==> config.mk <==
export PLATFORM = sky130hd
export DESIGN_NAME = i2ces_top
export DESIGN_NICKNAME = d
export VERILOG_FILES = /design/src/hw/i2ces_pkg.sv /design/src/hw/i2ces_fifo.sv /design/src/hw/i2ces_top.sv
export SDC_FILE = /design/constraint.sdc
export NUM_CORES = 1
export LEC_CHECK = 0
export BUFFER_PORTS_ARGS = -buffer_cell sky130_fd_sc_hd__buf_2
export CAP_MARGIN = 20
export CORE_ASPECT_RATIO = 2
export CORE_MARGIN = 1
export CORE_UTILIZATION = 30
export CTS_CLUSTER_DIAMETER = 120
export CTS_CLUSTER_SIZE = 40
export DETAILED_ROUTE_END_ITERATION = 8
export PLACE_DENSITY = 0.48
export SYNTH_ARGS = -nofsm -noshare
export SYNTH_HDL_FRONTEND = slang
export SYNTH_SLANG_ARGS = --single-unit
==> constraint.sdc <==
create_clock -name clock -period 4.8 [get_ports clock]
set_clock_uncertainty 0.05 [all_clocks]
set_input_delay 1.44 -clock clock [delete_from_list [all_inputs] [get_ports clock]]
set_output_delay 1.44 -clock clock [all_outputs]
set_load 0.1 [all_outputs]
==> src/hw/i2ces_pkg.sv <==
// Constants and carrier types for the enable, status and FIFO level block.
package i2ces_pkg;

  // ****************************************************************
  // Widths and sizes
  // ****************************************************************
  localparam int ADDR_W = 32;
  localparam int DATA_W = 16;
  localparam int BYTE_W = 8;
  localparam int DEPTH  = 32;
  localparam int LVL_W  = 6;
  localparam int PTR_W  = 5;

  // ****************************************************************
  // Register offsets
  // ****************************************************************
  localparam logic [ADDR_W-1:0] OFF_CLR_ACT   = 32'h5000155C;
  localparam logic [ADDR_W-1:0] OFF_CLR_START = 32'h50001564;
  localparam logic [ADDR_W-1:0] OFF_CLR_BCAST = 32'h50001568;
  localparam logic [ADDR_W-1:0] OFF_ENABLE    = 32'h5000156C;
  localparam logic [ADDR_W-1:0] OFF_STATUS    = 32'h50001570;
  localparam logic [ADDR_W-1:0] OFF_TX_LEVEL  = 32'h50001574;
  localparam logic [ADDR_W-1:0] OFF_RX_LEVEL  = 32'h50001578;
  localparam logic [ADDR_W-1:0] OFF_RAW       = 32'h50001600;
  localparam logic [ADDR_W-1:0] OFF_INT_EN    = 32'h50001604;
  localparam logic [ADDR_W-1:0] OFF_INT_CLR   = 32'h50001608;
  localparam logic [ADDR_W-1:0] OFF_TX_DATA   = 32'h5000160C;
  localparam logic [ADDR_W-1:0] OFF_RX_DATA   = 32'h50001610;

  // ****************************************************************
  // Field positions
  // ****************************************************************
  localparam int BIT_ENABLE   = 0;
  localparam int BIT_ACT      = 8;
  localparam int BIT_START    = 10;
  localparam int BIT_BCAST    = 11;
  localparam int ST_ANY_BUSY  = 0;
  localparam int ST_TX_SPACE  = 1;
  localparam int ST_TX_EMPTY  = 2;
  localparam int ST_RX_NEMPTY = 3;
  localparam int ST_RX_FULL   = 4;
  localparam int ST_INIT_BUSY = 5;
  localparam int ST_TGT_BUSY  = 6;

  // ****************************************************************
  // Reset values and timing
  // ****************************************************************
  localparam logic             ENABLE_RST   = 1'h0;
  localparam logic [DATA_W-1:0] INT_EN_RST  = 16'h0000;
  localparam int               ENABLE_DELAY = 2;

  // ****************************************************************
  // Carriers to and from the bus engine
  // ****************************************************************
  typedef struct packed {
    logic              initiator_fsm_busy;
    logic              target_fsm_busy;
    logic              start_seen;
    logic              broadcast_address;
    logic              tx_req;
    logic              rx_push;
    logic [BYTE_W-1:0] rx_byte;
  } i2ces_eng_in_t;

  typedef struct packed {
    logic              run;
    logic              nack;
    logic              tx_grant;
    logic [BYTE_W-1:0] tx_byte;
    logic              rx_queue_full;
  } i2ces_eng_out_t;

endpackage

==> src/hw/i2ces_fifo.sv <==
// Byte FIFO with level count, used for both transmit and receive queues.
`timescale 1ns/1ps
`default_nettype none
module i2ces_fifo
  import i2ces_pkg::*;
(
  // Clock, reset and clock enable
  input  wire logic              clock,
  input  wire logic              resetn,
  input  wire logic              ce,
  // Control
  input  wire logic              flush,
  input  wire logic              push,
  input  wire logic              pop,
  // Data and level
  input  wire logic [BYTE_W-1:0] wdata,
  output logic      [BYTE_W-1:0] rdata,
  output logic      [LVL_W-1:0]  count,
  output logic                   empty,
  output logic                   full
);

  logic [BYTE_W-1:0] mem [DEPTH];
  logic [PTR_W-1:0]  wptr;
  logic [PTR_W-1:0]  rptr;

  wire do_push = push && !full && !flush;
  wire do_pop  = pop && !empty && !flush;

  assign empty = (count == '0);
  assign full  = (count == LVL_W'(DEPTH));
  assign rdata = mem[rptr];

  always_ff @(posedge clock or negedge resetn) begin
    if (!resetn) begin
      wptr  <= '0;
      rptr  <= '0;
      count <= '0;
    end else if (ce) begin
      wptr  <= flush ? '0 : wptr + PTR_W'(do_push);
      rptr  <= flush ? '0 : rptr + PTR_W'(do_pop);
      count <= flush ? '0 : count + LVL_W'(do_push) - LVL_W'(do_pop);
    end
  end

  always_ff @(posedge clock) begin
    if (ce && do_push) begin
      mem[wptr] <= wdata;
    end
  end

endmodule // i2ces_fifo
`default_nettype wire

==> src/hw/i2ces_top.sv <==
// Enable, status, event flags and FIFO levels of the two-wire bus controller.
//
// The implementer's own choice: the address-and-strobe port.
`timescale 1ns/1ps
`default_nettype none
// How it works
// - Reading start clear register clears flag 10.
// - Reading broadcast clear register clears flag 11.
// - Enable bit resets 0; disabled holds FIFOs erased.
// - Disable flushes transmit and receive FIFOs.
// - Masked flags stay active until idle.
// - Disabled transmitter finishes byte, discards queue.
// - Disabled receiver stops, does not acknowledge.
// - Enable change takes effect two cycles later.
// - Status bit 6 shows target busy.
// - Status bit 5 shows initiator busy.
// - Status bit 4 shows receive FIFO full.
// - Status bit 3 shows receive FIFO nonempty.
// - Status bit 2 shows transmit empty, no interrupt.
// - Status bit 1 shows transmit space free.
// - Transmit level register reports transmit count.
// - Receive level register reports receive count.
// - Activity flag clears only when idle.
module i2ces_top
  import i2ces_pkg::*;
(
  // Clock, reset and clock enable
  input  wire logic              clock,
  input  wire logic              resetn,
  input  wire logic              ce,
  // Register port
  input  wire logic [ADDR_W-1:0] bus_addr,
  input  wire logic [DATA_W-1:0] bus_wdata,
  input  wire logic              bus_wr,
  input  wire logic              bus_rd,
  output logic      [DATA_W-1:0] bus_rdata,
  // Bus engine
  input  wire i2ces_eng_in_t     eng_in,
  output i2ces_eng_out_t         eng_out,
  // Interrupt
  output logic                   irq
);

  // ****************************************************************
  // Address decode
  // ****************************************************************
  wire rd_clr_act   = bus_rd && (bus_addr == OFF_CLR_ACT);
  wire rd_clr_start = bus_rd && (bus_addr == OFF_CLR_START);
  wire rd_clr_bcast = bus_rd && (bus_addr == OFF_CLR_BCAST);
  wire rd_rx_data   = bus_rd && (bus_addr == OFF_RX_DATA);
  wire wr_enable    = bus_wr && (bus_addr == OFF_ENABLE);
  wire wr_int_en    = bus_wr && (bus_addr == OFF_INT_EN);
  wire wr_int_clr   = bus_wr && (bus_addr == OFF_INT_CLR);
  wire wr_tx_data   = bus_wr && (bus_addr == OFF_TX_DATA);

  // ****************************************************************
  // State
  // ****************************************************************
  logic                    enable_reg;
  logic [ENABLE_DELAY-1:0] en_pipe;
  logic                    nack_q;
  logic                    grant_q;
  logic [BYTE_W-1:0]       tx_byte_q;
  logic                    rx_full_q;
  logic [DATA_W-1:0]       int_en;
  logic [DATA_W-1:0]       raw;
  logic [2:0]              flag_q;
  logic [DATA_W-1:0]       next_rdata;
  logic [BYTE_W-1:0]       tx_head;
  logic [BYTE_W-1:0]       rx_head;
  logic [LVL_W-1:0]        tx_cnt;
  logic [LVL_W-1:0]        rx_cnt;
  logic                    tx_empty;
  logic                    tx_full;
  logic                    rx_empty;
  logic                    rx_full;

  wire enable_eff = en_pipe[ENABLE_DELAY-1];
  wire busy_any   = eng_in.initiator_fsm_busy || eng_in.target_fsm_busy;
  wire [DATA_W-1:0] masked = raw & int_en;
  wire any_masked = |masked;

  // ****************************************************************
  // Enable and its delay
  // ****************************************************************
  always_ff @(posedge clock or negedge resetn) begin
    if (!resetn) begin
      enable_reg <= ENABLE_RST;
    end else if (ce && wr_enable) begin
      enable_reg <= bus_wdata[BIT_ENABLE];
    end
  end

  always_ff @(posedge clock or negedge resetn) begin
    if (!resetn) begin
      en_pipe <= '0;
      nack_q  <= 1'b1;
    end else if (ce) begin
      en_pipe <= {en_pipe[ENABLE_DELAY-2:0], enable_reg};
      nack_q  <= !en_pipe[ENABLE_DELAY-2];
    end
  end

  // ****************************************************************
  // Queues
  // ****************************************************************
  // no grant disabled
  wire tx_take = eng_in.tx_req && enable_eff && !tx_empty;

  i2ces_fifo u_tx_fifo (
    .clock  (clock),
    .resetn (resetn),
    .ce     (ce),
    .flush  (!enable_eff),
    .push   (wr_tx_data),
    .pop    (tx_take),
    .wdata  (bus_wdata[BYTE_W-1:0]),
    .rdata  (tx_head),
    .count  (tx_cnt),
    .empty  (tx_empty),
    .full   (tx_full)
  );

  i2ces_fifo u_rx_fifo (
    .clock  (clock),
    .resetn (resetn),
    .ce     (ce),
    .flush  (!enable_eff),
    .push   (eng_in.rx_push),
    .pop    (rd_rx_data),
    .wdata  (eng_in.rx_byte),
    .rdata  (rx_head),
    .count  (rx_cnt),
    .empty  (rx_empty),
    .full   (rx_full)
  );

  always_ff @(posedge clock or negedge resetn) begin
    if (!resetn) begin
      grant_q   <= 1'b0;
      tx_byte_q <= '0;
      rx_full_q <= 1'b0;
    end else if (ce) begin
      grant_q   <= tx_take;
      tx_byte_q <= tx_take ? tx_head : tx_byte_q;
      rx_full_q <= rx_full;
    end
  end

  assign eng_out = '{run: enable_eff, nack: nack_q, tx_grant: grant_q,
                     tx_byte: tx_byte_q, rx_queue_full: rx_full_q};

  // ****************************************************************
  // Event flags
  // ****************************************************************
  localparam int FLAG_POS [3] = '{BIT_ACT, BIT_START, BIT_BCAST};
  wire [2:0] flag_set = {eng_in.broadcast_address, eng_in.start_seen, busy_any};
  wire act_clr = !busy_any && (rd_clr_act || !enable_eff);
  wire [2:0] flag_clr = {rd_clr_bcast, rd_clr_start, act_clr};

  genvar g;
  generate
    for (g = 0; g < 3; g++) begin : g_flag
      always_ff @(posedge clock or negedge resetn) begin
        if (!resetn) begin
          flag_q[g] <= 1'b0;
        end else if (ce) begin
          flag_q[g] <= flag_set[g] ||
                       (flag_q[g] && !flag_clr[g] &&
                        !(wr_int_clr && bus_wdata[FLAG_POS[g]]));
        end
      end
      assign raw[FLAG_POS[g]] = flag_q[g];
    end
  endgenerate

  assign raw[7:0]              = '0;
  assign raw[9]                = 1'b0;
  assign raw[DATA_W-1:12]      = '0;

  always_ff @(posedge clock or negedge resetn) begin
    if (!resetn) begin
      int_en <= INT_EN_RST;
      irq    <= 1'b0;
    end else if (ce) begin
      int_en <= wr_int_en ? bus_wdata : int_en;
      irq    <= any_masked;
    end
  end

  // ****************************************************************
  // Read data
  // ****************************************************************
  // status bits
  wire [DATA_W-1:0] status_word = {
    9'h000,
    eng_in.target_fsm_busy,
    eng_in.initiator_fsm_busy,
    rx_full,
    !rx_empty,
    tx_empty,
    !tx_full,
    busy_any
  };

  always_comb begin
    next_rdata = '0;
    unique case (bus_addr)
      OFF_CLR_ACT:   next_rdata = DATA_W'(raw[BIT_ACT]);
      OFF_CLR_START: next_rdata = DATA_W'(raw[BIT_START]);
      OFF_CLR_BCAST: next_rdata = DATA_W'(raw[BIT_BCAST]);
      OFF_ENABLE:    next_rdata = DATA_W'(enable_reg);
      OFF_STATUS:    next_rdata = status_word;
      OFF_TX_LEVEL:  next_rdata = DATA_W'(tx_cnt);
      OFF_RX_LEVEL:  next_rdata = DATA_W'(rx_cnt);
      OFF_RAW:       next_rdata = raw;
      OFF_INT_EN:    next_rdata = int_en;
      OFF_RX_DATA:   next_rdata = DATA_W'(rx_head);
      default:       next_rdata = '0;
    endcase
  end

  always_ff @(posedge clock or negedge resetn) begin
    if (!resetn) begin
      bus_rdata <= '0;
    end else if (ce) begin
      bus_rdata <= bus_rd ? next_rdata : '0;
    end
  end

  wire rd_status = bus_rd && (bus_addr == OFF_STATUS);
endmodule // i2ces_top
`default_nettype wire

* After elaboration in Yosys (flattened, before gate mapping)
Memories as Yosys holds them, arrays and structs flattened. A register that Yosys moved wholly into a read port is not among the register bits.
Index checks and enable logic that the tools add are counted.
** Storage, ports and cells
- Flip-flop bits (word level) :: 74
- RAM bits :: 512
- Input bits :: 67
- Output and inout port bits :: 29
- Logic and storage cells :: 109
- Memories :: 2
** Cells by class
- Add/sub/neg operators :: 8
- Eq/ne operators :: 14
- Muxes and demuxes :: 12
- Bitwise logic cells :: 1
- Reduce and logical (&&, ||, !) cells :: 55
** Memory list
- u_rx_fifo.mem :: words 32, width 8, rd ports 1, clocked after memory_dff 0, write ports 1, RTL line i2ces_fifo.sv:23 : logic [BYTE_W-1:0] mem [DEPTH];
- u_tx_fifo.mem :: words 32, width 8, rd ports 1, clocked after memory_dff 1, write ports 1, RTL line i2ces_fifo.sv:23
** Operators with widths (number)
- 32-bit by 31-bit equality test with 1-bit output, second input constant :: 12
- 16-bit one-hot mux with 10 select lines :: 1
- 1-bit logical AND :: 31
- 5-bit by 1-bit adder with 5-bit output :: 4
- 5-bit 2-to-1 mux :: 4
- 12-bit by 16-bit bitwise AND with 16-bit output :: 1
- 16-bit 2-to-1 mux :: 1
- 16-bit OR reduction :: 1
- 1-bit logical NOT :: 14
- 6-bit by 1-bit adder with 6-bit output :: 2
- 6-bit equality test, second input constant :: 2
- 6-bit logical NOT :: 2
- 6-bit 2-to-1 mux :: 2
- 6-bit by 1-bit subtractor with 6-bit output :: 2
- 1-bit logical OR :: 5
- 1-bit 2-to-1 mux :: 4
- 2-bit AND reduction :: 2

* Logic depth before layout (Yosys ltp)
Gate-level depths: netlist (run 1).
- Depth after elaboration :: 8
- Mapped depth :: 14
- Gate-level depth less buffers :: 14

* Cells and area by module
Synthesis (run 1) repeated with hierarchy kept, for this count alone.
** Second synthesis, totals
- Cell total of the unflattened synthesis :: 1409
- Area, all modules :: 25037.8 µm²
** By module, submodules not included
- i2ces_fifo :: instances 2, cells an instance 577, area an instance 11144.4 µm², seq. area each 8087.8 µm²
- i2ces_top :: instances 1, cells an instance 255, area an instance 2748.9 µm², seq. area each 1252.5 µm²

* Least setup slack after synthesis (run 1)
Ideal clock, no wire load.
- Path type :: input-to-reg
- From :: input port bus_addr[27]
- To :: register u_rx_fifo.count[5]
- Setup time :: 0.120 ns
- Data arrival time :: 4.174 ns
- Required time :: 4.630 ns
- Setup slack :: 0.456 ns
- Stages :: 14
- Buffers on the path :: 0
- Cell sequence :: nor4b_2 > nand4_4 > nor3_1 > nand4_1 > nor3_1 > ha_1 > inv_1 > ha_1 > a21o_1 > a21oi_1 > o21bai_1 > a21oi_1 > xor2_1 > a31o_2
** Between the ends
- Word-level cells in the longest chain between the ends :: 6
** RTL lines
- from (decl) :: RTL line i2ces_top.sv:32 : input wire logic [ADDR_W-1:0] bus_addr,
- 32-bit by 31-bit equality test with 1-bit output :: RTL line i2ces_top.sv:50 : wire rd_rx_data = bus_rd && (bus_addr == OFF_RX_DATA);
- 1-bit logical AND :: RTL line i2ces_top.sv:50
- 1-bit logical AND (2 in a row) :: RTL line i2ces_fifo.sv:28 : wire do_pop = pop && !empty && !flush;
- 6-bit by 1-bit subtractor with 6-bit output :: RTL line i2ces_fifo.sv:42 : count <= flush ? '0 : count + LVL_W'(do_push) - LVL_W'(do_pop);
- 6-bit 2-to-1 mux :: RTL line i2ces_fifo.sv:42
- to (signal assigned) :: RTL line i2ces_fifo.sv:42
- to (decl) :: RTL line i2ces_fifo.sv:18 : output logic [LVL_W-1:0] count,
No other way between the ends.
A chain may end at the register's enable or synchronous reset.

* Worst setup path in the final report (run 1)
- From :: input port bus_addr[21]
- To :: register u_rx_fifo.count[5]
Same word-level chain as after synthesis.

==> flow_metrics.env, run 1 <==
export IMPL_pin_count=96
export IMPL_cts_buffer_depth=3
export IMPL_syn_area_um2=24480
export IMPL_reg2reg_depth=8
export IMPL_total_power_mw=8.034
export IMPL_cts_buffers=18
export IMPL_nFillCells=7747
export IMPL_final_util_pct=33.49
export IMPL_insertion_delay_ps=610
export IMPL_yosysTopAreaCellShare_pct=62.82
export IMPL_fmax_ghz=0.2457
export IMPL_synth_distinct_cells=70
export IMPL_via_count=12667
export IMPL_cts_max_level=1
export IMPL_ctsRootBufferMaster="clkbuf_16"
export IMPL_critical_path_slowest_cell="nor4_2"
export IMPL_detail_route_wirelength_um=63360
export IMPL_r2r_end="bus_rdata[3]$_DFFE_PN0P_"
export IMPL_ant_nets=0
export IMPL_yosys_top_cells_count="edfxtp_1, mux4_2, nand2_1, nor2_1, dfrtp_1"
export IMPL_synthArstFlopShare_pct=13.80
export IMPL_ys_warn_count=0
export IMPL_crit_required_ps=5260
export IMPL_first_global_vias=13288
export IMPL_critPathLaunchType="primary input"
export IMPL_viasPerCell=4.985
export IMPL_synth_most_common_cell="edfxtp_1"
export IMPL_path_clk_slew_ps=150
export IMPL_yosys_most_used_dff="edfxtp_1"
export IMPL_port_buffers=95
export IMPL_status="completed"
export IMPL_hp_class="register to register"
export IMPL_cts_setup_buffers=0
export IMPL_synth_area_top_cells="edfxtp_1, mux4_2, dfrtp_1"
export IMPL_coreArea_um2=80560
export IMPL_globalRoute_totalOverflow=0
export IMPL_hold_path_depth=1
export IMPL_synth_edf_count=512
export IMPL_synth_seq_cells=594
export IMPL_area_delta_synth_final_pct=10.23
export IMPL_drt_iter0_markers=756
export IMPL_final_max_slew_viol_count=0
export IMPL_grt_pass1_wl_um=93140
export IMPL_layout_min_cycle_time_ps=4071
export IMPL_slowest_delay_ps=390
export IMPL_maxCapViolCount=0
export IMPL_synth_cells=1376
export IMPL_finalSetupViolCount=0
export IMPL_relSlewSlack_pct=25.93
export IMPL_rsz0062_at_grt="no"
export IMPL_path_class="primary input to register"
export IMPL_die_h_um=405.9
export IMPL_hold_start="en_pipe[0]$_DFFE_PN0P_"
export IMPL_timing_rr_start="u_rx_fifo.rptr[0]$_DFFE_PN0P_"
export IMPL_arrival_ps=4530
export IMPL_detailed_place_hpwl_um=44100
export IMPL_crit_chain="buf_2 > nor4_2 > nand4_4 > nor3_1 > nand4_1 > nor3_1 > ha_1 > inv_1 > ha_1 > a21o_1 > a21oi_1 > o21bai_1 > a21oi_1 > xor2_1 > a31o_2"
export IMPL_dieWidth_um=204.0
export IMPL_die_area_um2=82800
export IMPL_r2r_slack_ps=1660
export IMPL_synthesis_nets=1471
export IMPL_ys_seq_area_share_pct=71.20
export IMPL_wl_per_cell_um=24.93
export IMPL_top_regs="u_rx_fifo.mem (256), u_tx_fifo.mem (256)"
export IMPL_synth_area_leader_cell="edfxtp_1"
export IMPL_cts_resized=0
export IMPL_crit_fanout=2
export IMPL_p_leak_nw=8.874
export IMPL_nNetsFinal=1581
export IMPL_grt_max_degree=61
export IMPL_firstDrtPassIters=5
export IMPL_holdPathEnd="nack_q$_DFFE_PN1P_"
export IMPL_cp_end_kind="register"
export IMPL_cts_tree="yes"
export IMPL_hold_buffers=0
export IMPL_power_density_nw_per_um2=297.7
export IMPL_cts_sinks=594
export IMPL_worstMarginPinSlew_ps=1111
export IMPL_rows=147
export IMPL_hold_viol_final=0
export IMPL_avgSynthCellArea_um2=17.79
export IMPL_final_setup_tns_ps=0
export IMPL_start_util_pct=30.38
export IMPL_finalWeightedCongestion=0.8162
export IMPL_antenna_cells=0
export IMPL_finalCritPeriodShare_pct=84.81
export IMPL_drcViolationCount=0
export IMPL_track_usage_pct=15.52
export IMPL_grt_antenna_before_repair=3
export IMPL_vdd_drop_max_uv=263.0
export IMPL_drive_gt1_share_pct=24.17
-- per-layer routing --
metal	share of wire [%]	vias up	global-route usage [%]
li1	-	5619	-
met4	2.1	0	3.771
met3	2.8	55	1.105
met2	58	240	30.95
met5	0	-	0
met1	37	6753	17.47
-- critical path: cells and delay by family --
kind / cells / cell delay [ps]
XOR/XNOR: 1 / 80
AO/OA/AOI/OAI: 5 / 870
AND/OR/NAND/NOR: 5 / 1480
adder cells (fa/ha/maj): 2 / 480
buffers and inverters: 2 / 160
-- worst max path at each step --
| stage | slack, ps | endpoint | start |
|---|---|---|---|
| 5_1_grt | 390 | u_rx_fifo.count[5]$_DFFE_PN0P_ | bus_addr[21] |
| 3_5_place_dp | 30 | u_rx_fifo.count[5]$_DFFE_PN0P_ | bus_addr[21] |
| 3_3_place_gp | 200 | u_rx_fifo.count[5]$_DFFE_PN0P_ | bus_addr[27] |
| 4_1_cts | 690 | u_rx_fifo.count[5]$_DFFE_PN0P_ | bus_addr[21] |
| 6_report | 730 | u_rx_fifo.count[5]$_DFFE_PN0P_ | bus_addr[21] |
| 2_1_floorplan | 460 | u_rx_fifo.count[5]$_DFFE_PN0P_ | bus_addr[27] |
-- final cells by class --
type / count / area (µm²) / area share (%)
clock buffer: 30 / 495.5 / 1.836
clock inverter: 2 / 25.02 / 0.09275
inverter: 53 / 198.9 / 0.7373
multi-input combinational: 664 / 6538 / 24.23
sequential: 594 / 17440 / 64.63
tap: 1043 / 1305 / 4.837
timing repair buffer: 155 / 980.9 / 3.636
-- layout by cell type, fill, tap and decap left out, types with 11 or more instances in the layout --
cell type    n
mux4_2     145
nand4_1     11
edfxtp_1   512
buf_4       58
o22ai_1     12
mux2i_1     19
clkbuf_1    12
inv_1       50
buf_2       93
nand2_1    105
nor2b_1     13
o21ai_0     58
nand3_1     46
clkbuf_16   18
nor2_1      85
a21oi_1     19
dfrtp_1     77
ha_1        26
-- per-stage QoR --
stage                     worst slack (ps)  cells  hold WS (ps)  area [µm²]
after CTS                            687.8   2541         399.1       26980
after detailed placement             33.59   2509         379.5       26460
after global placement               195.9   2509         373.7       26460
final                                729.3   2541         395.4       26980
after floorplan                      456.0   1376         354.4       24480
after global routing                 388.2   2541         435.8       26980
-- power breakdown --
part	internal (mW)	leakage [nW]	switching, mW
logic	0.0329	2.91	0.147
registers	5.60	5.72	0.00148
clock network	0.735	0.247	1.51
total	6.37	8.87	1.66
-- kinds of logic (layout without fill, tap and decap cells) --
group	count (synthesis)	after routing	synth area share, %
buffers and inverters	118	240	2.086
adder cells (fa/ha/maj)	28	28	1.493
flip-flops	594	594	71.20
multiplexers	184	184	15.19
AO/OA/AOI/OAI	136	136	3.492
AND/OR/NAND/NOR	308	308	6.247
XOR/XNOR	8	8	0.2862
Power figures use the tool's default switching activity.
==> inputs of run 2 (changes only) <==
Settings changed: PLACE_DENSITY 0.48 to 0.49.
Clock period 4.8 ns to 3.7 ns, I/O delays scaled along.
==> run 2 against run 1 <==
  * Setup slack worse by 340 ps
  * Flip-flop and latch count unchanged
  * First-iteration DRC count up 4.0%
  * Core utilization up 0.72 points
  * Wire length up 0.91%
  * Non-clock buffer count up 62
  * Clock power up 33%
  * Worst hold slack worse by 16 ps
  * Design area up 2.2%
  * Total power up 31%
  * Largest cell class unchanged
  * Largest power group unchanged
  * Highest routed layer unchanged
==> flow_metrics.env, run 2 (synthesis results as in run 1) <==
export IMPL_status="completed"
export IMPL_grt_pass1_wl_um=93530
export IMPL_path_clk_slew_ps=160
export IMPL_rsz0062_at_grt="no"
export IMPL_grt_antenna_before_repair=2
export IMPL_rows=147
export IMPL_stdcell_count=2603
export IMPL_globalRoute_totalOverflow=0
export IMPL_die_area_um2=82800
export IMPL_detail_route_wirelength_um=63940
export IMPL_power_density_nw_per_um2=381.8
export IMPL_track_usage_pct=15.63
export IMPL_layout_min_cycle_time_ps=3310
export IMPL_crit_chain="buf_2 > nor4b_1 > buf_4 > nand2_2 > nor3_4 > nand4_1 > nor3_2 > ha_2 > inv_1 > ha_1 > fa_2 > a21oi_1 > nor2_1 > nor2_1 > xor2_1 > o22ai_1"
export IMPL_relSlewSlack_pct=35.88
export IMPL_coreArea_um2=80560
export IMPL_worstMarginPinSlew_ps=961.7
export IMPL_placed_area_um2=27000
export IMPL_cts_resized=0
export IMPL_start_util_pct=30.38
export IMPL_detailed_place_hpwl_um=46290
export IMPL_first_global_vias=13488
export IMPL_critPathLaunchType="primary input"
export IMPL_path_class="primary input to register"
export IMPL_slowest_delay_ps=350
export IMPL_nFillCells=7734
export IMPL_crit_fanout=2
export IMPL_cpMostUsedCell="nor2_1"
export IMPL_vdd_drop_max_uv=284.4
export IMPL_p_leak_nw=9.251
export IMPL_finalSetupViolCount=0
export IMPL_hp_class="primary input to async pin"
export IMPL_postLayoutCellArea_um2=27560
export IMPL_cts_buffers=18
export IMPL_arrival_ps=3750
export IMPL_mostFrequentLayoutCell="edfxtp_1"
export IMPL_finalCritPeriodShare_pct=89.47
export IMPL_area_delta_synth_final_pct=12.62
export IMPL_grt_max_degree=55
export IMPL_cts_sinks=594
export IMPL_timing_rr_start="u_rx_fifo.rptr[0]$_DFFE_PN0P_"
export IMPL_r2r_slack_ps=770
export IMPL_drt_iter0_markers=786
export IMPL_wl_per_cell_um=24.56
export IMPL_top_regs="u_rx_fifo.mem (256), u_tx_fifo.mem (256)"
export IMPL_maxCapViolCount=0
export IMPL_port_buffers=95
export IMPL_cts_buffer_depth=3
export IMPL_crit_required_ps=4140
export IMPL_dpl_cell_count=2571
export IMPL_fmax_ghz=0.3021
export IMPL_final_max_slew_viol_count=0
export IMPL_finalWeightedCongestion=0.8017
export IMPL_cp_end_kind="register"
export IMPL_nNetsFinal=1643
export IMPL_hold_viol_final=0
export IMPL_layout_setup_ws_ps=389.7
export IMPL_ctsRootBufferMaster="clkbuf_16"
export IMPL_ant_nets=0
export IMPL_drcViolationCount=0
export IMPL_crit_buf_inv=3
export IMPL_drive_gt1_share_pct=27.76
export IMPL_viasPerCell=4.933
export IMPL_firstDrtPassIters=5
export IMPL_cts_setup_buffers=0
export IMPL_pin_count=96
export IMPL_antenna_cells=0
export IMPL_critical_path_slowest_cell="fa_2"
export IMPL_r2r_end="bus_rdata[2]$_DFFE_PN0P_"
export IMPL_die_h_um=405.9
export IMPL_seq_area_um2=17440
export IMPL_cts_tree="yes"
export IMPL_layout_common_cells="edfxtp_1, mux4_2, buf_4, nand2_1, buf_2"
export IMPL_insertion_delay_ps=600
export IMPL_multi_input_area_um2=6578
export IMPL_cts_max_level=1
export IMPL_hold_buffers=0
export IMPL_reg2reg_depth=6
export IMPL_dp_slack_ps=-238.1
export IMPL_critical_path_top_delay_family="simple AND/OR/NAND/NOR gates"
export IMPL_via_count=12840
export IMPL_final_setup_tns_ps=0
export IMPL_dieWidth_um=204.0
run 2: cell types whose count changed in the layout (fill, tap and decap cells not counted), sizes merged:
| cell | change |
|---|---|
| buf | +62 |
| clkinv | -2 |
| bufinv | +1 |
| clkbuf | +1 |
run 2: layer usage:
| metal | wire length, µm | GRT usage (%) | share of wire (%) |
|---|---|---|---|
| met2 | 37580 | 31.95 | 59 |
| met3 | 1979 | 1.281 | 3.1 |
| met1 | 22850 | 16.66 | 36 |
| met5 | 0 | 0 | 0 |
| met4 | 1533 | 4.150 | 2.4 |
run 2: through the flow:
step	hold slack (ps)	util, %	total power, mW
2_1_floorplan	354.4	-	7.469
5_1_grt	394.9	34.22	10.84
6_report	379.4	34.22	10.52
3_3_place_gp	405.2	33.52	7.670
4_1_cts	370.8	34.22	10.65
3_5_place_dp	409.4	33.52	7.679
run 2: worst max-delay path by stage:
stage	to	slack (ps)	cells past startpoint	from
2_1_floorplan	u_rx_fifo.count[4]$_DFFE_PN0P_	10	13	bus_addr[8]
3_5_place_dp	u_rx_fifo.count[4]$_DFFE_PN0P_	-240	14	bus_addr[8]
4_1_cts	u_rx_fifo.count[4]$_DFFE_PN0P_	410	14	bus_addr[8]
6_report	u_rx_fifo.count[4]$_DFFE_PN0P_	390	16	bus_addr[13]
5_1_grt	u_rx_fifo.count[5]$_DFFE_PN0P_	250	16	bus_addr[13]
3_3_place_gp	u_rx_fifo.count[4]$_DFFE_PN0P_	-190	14	bus_addr[8]
run 2: area by class of cell:
cell class	instances	share of cell area, %
timing repair buffer	217	5.384
tap	1043	4.734
clock buffer	31	1.925
inverter	53	0.7217
clock inverter	1	0.1089
multi-input combinational	664	23.86
sequential	594	63.26
run 2: where the power goes:
| group | internal [mW] | switching, mW |
|---|---|---|
| clock | 1.08 | 1.93 |
| sequential | 7.27 | 0.00232 |
| combinational | 0.0515 | 0.198 |
==> inputs of run 3 (changes only) <==
Settings changed: CELL_PAD_IN_SITES_DETAIL_PLACEMENT from default to 2, CELL_PAD_IN_SITES_GLOBAL_PLACEMENT from default to 2, CORE_UTILIZATION 30 to 43, PLACE_DENSITY 0.49 to 0.79.
==> run 3 against run 2 <==
  * Final cell count fell by 11%
  * Highest routed layer unchanged
  * Largest cell class unchanged
  * Global-route usage is 9.7 points higher
  * First-iteration DRC count up 20%
  * Flip-flop and latch count unchanged
  * Register-to-register slack lost 40 ps
  * Clock-buffer cell count unchanged
  * Sequential power barely moved
  * Combinational power rose by 4%
  * Design area shrank 1.6%
==> flow_metrics.env, run 3 (synthesis results as in run 1) <==
export IMPL_status="completed"
export IMPL_area_delta_synth_final_pct=10.85
export IMPL_track_usage_pct=25.36
export IMPL_start_util_pct=43.57
export IMPL_final_max_slew_viol_count=0
export IMPL_die_area_um2=57940
export IMPL_rows=123
export IMPL_p_comb_share_pct=2.5
export IMPL_drcViolationCount=0
export IMPL_cp_end_kind="register"
export IMPL_drt_iter0_markers=941
export IMPL_cts_buffers=18
export IMPL_critPathLaunchType="primary input"
export IMPL_power_density_nw_per_um2=386.2
export IMPL_p_sw_share_pct=20.69
export IMPL_mostFrequentLayoutCell="edfxtp_1"
export IMPL_dieWidth_um=170.7
export IMPL_pin_count=96
export IMPL_power_frac_seq_pct=69.4
export IMPL_cts_tree="yes"
export IMPL_drive_gt1_share_pct=27.60
export IMPL_placed_area_um2=26600
export IMPL_first_global_vias=15201
export IMPL_top_regs="u_rx_fifo.mem (256), u_tx_fifo.mem (256)"
export IMPL_cts_max_level=1
export IMPL_p_int_mw=8.311
export IMPL_maxCapViolCount=0
export IMPL_path_clk_slew_ps=150
export IMPL_vdd_drop_max_uv=340.8
export IMPL_power_frac_clock_pct=28.1
export IMPL_crit_chain="buf_2 > or4b_4 > nor3_4 > nand4_1 > nor3_2 > ha_2 > inv_1 > ha_1 > fa_2 > a21oi_1 > nor2_1 > nor2_1 > xor2_1 > o22ai_1"
export IMPL_layout_common_cells="edfxtp_1, mux4_2, buf_4, nand2_1, buf_2"
export IMPL_crit_fanout=2
export IMPL_finalCritPeriodShare_pct=89.52
export IMPL_hp_class="register to register"
export IMPL_detail_route_wirelength_um=71130
export IMPL_path_class="primary input to register"
export IMPL_finalSetupViolCount=0
export IMPL_stdcell_count=2310
export IMPL_dpl_cell_count=2276
export IMPL_via_count=13501
export IMPL_viasPerCell=5.845
export IMPL_firstDrtPassIters=4
export IMPL_layout_setup_ws_ps=387.9
export IMPL_cts_resized=0
export IMPL_worstMarginPinSlew_ps=1016
export IMPL_cts_buffer_depth=3
export IMPL_crit_required_ps=4110
export IMPL_cts_setup_buffers=0
export IMPL_fmax_ghz=0.3019
export IMPL_insertion_delay_ps=590
export IMPL_nFillCells=5110
export IMPL_hold_buffers=0
export IMPL_ctsRootBufferMaster="clkbuf_16"
export IMPL_rsz0062_at_grt="no"
export IMPL_total_power_mw=10.48
export IMPL_p_leak_nw=9.216
export IMPL_cpMostUsedCell="nor2_1"
export IMPL_grt_antenna_before_repair=1
export IMPL_grt_pass1_wl_um=105000
export IMPL_critical_path_slowest_cell="or4b_4"
export IMPL_dp_slack_ps=-223.4
export IMPL_detailed_place_hpwl_um=52630
export IMPL_relSlewSlack_pct=32.24
export IMPL_p_switching_mw=2.168
export IMPL_postLayoutCellArea_um2=27130
export IMPL_ant_nets=0
export IMPL_slowest_delay_ps=600
export IMPL_wl_per_cell_um=30.79
export IMPL_globalRoute_totalOverflow=0
export IMPL_coreArea_um2=56170
export IMPL_die_h_um=339.4
export IMPL_port_buffers=95
export IMPL_hold_viol_final=0
export IMPL_grt_max_degree=43
export IMPL_nNetsFinal=1641
export IMPL_arrival_ps=3720
export IMPL_finalWeightedCongestion=0.8468
export IMPL_layout_min_cycle_time_ps=3312
export IMPL_cts_sinks=594
[run 3: cell count changes in the layout (fill, tap and decap cells not counted)]
cell / delta
clkinv_4: +1
buf_12: -2
diode_2: +2
bufinv_16: -1
clkbuf_8: -1
clkbuf_1: +1
[run 3: power groups by stage]
| stage | Combinational (mW) | Sequential (mW) | Clock [mW] |
|---|---|---|---|
| CTS | 0.263 | 7.27 | 3.03 |
| global route | 0.274 | 7.27 | 3.18 |
| global placement | 0.241 | 7.42 | 0 |
| floorplan | 0.0439 | 7.43 | 0 |
| detailed placement | 0.264 | 7.42 | 0 |
| finish | 0.260 | 7.27 | 2.95 |
[run 3: layout make-up]
cell class | count | area (µm²) | share of cell area, %
Sequential cell | 594 | 17440 | 64.27
Inverter | 53 | 198.9 | 0.7333
Tap cell | 750 | 938.4 | 3.459
Antenna cell | 2 | 5.005 | 0.01845
Multi-Input combinational cell | 664 | 6578 | 24.24
Clock inverter | 1 | 8.758 | 0.03228
Timing Repair Buffer | 215 | 1444 | 5.322
Clock buffer | 31 | 520.5 | 1.918
[run 3: metal layers]
metal,vias up,part of all wire [%],track usage [%],wire [µm]
li1,5741,-,-,-
met1,7305,34,26.71,24410
met2,313,58,49.28,40920
met3,142,2.8,2.122,1956
met4,0,5.4,12.42,3839
met5,-,0,0,0
[run 3: worst paths after layout]
path | start | endpoint | slack, ps | cells after the start
setup / recovery | bus_addr[8] | u_rx_fifo.count[4]$_DFFE_PN0P_ | 390 | 14
hold / removal | en_pipe[0]$_DFFE_PN0P_ | nack_q$_DFFE_PN1P_ | 430 | 1
setup reg to reg | u_tx_fifo.count[2]$_DFFE_PN0P_ | u_tx_fifo.count[4]$_DFFE_PN0P_ | 730 | 13
hold reg to reg | en_pipe[0]$_DFFE_PN0P_ | nack_q$_DFFE_PN1P_ | 430 | 1
max in group asynchronous | resetn | bus_rdata[13]$_DFFE_PN0P_ | 2430 | 2
min in group asynchronous | resetn | u_tx_fifo.count[1]$_DFFE_PN0P_ | 460 | 1
[run 3: metrics by stage]
step	utilization, %	hold WS [ps]	TNS [ps]
2_1_floorplan	-	354.4	0
3_3_place_gp	47.35	407.1	-254.2
3_5_place_dp	47.35	411.5	-3588
4_1_cts	48.29	428.3	0
5_1_grt	48.29	450.0	0
6_report	48.30	434.9	0
[run 3: worst max-delay path: cells and delay by family]
kind / cells / cell delay (ps)
fa+ha+maj: 3 / 760
compound gates: 2 / 230
buf+inv: 2 / 150
simple gates: 6 / 1320
xor+xnor: 1 / 160
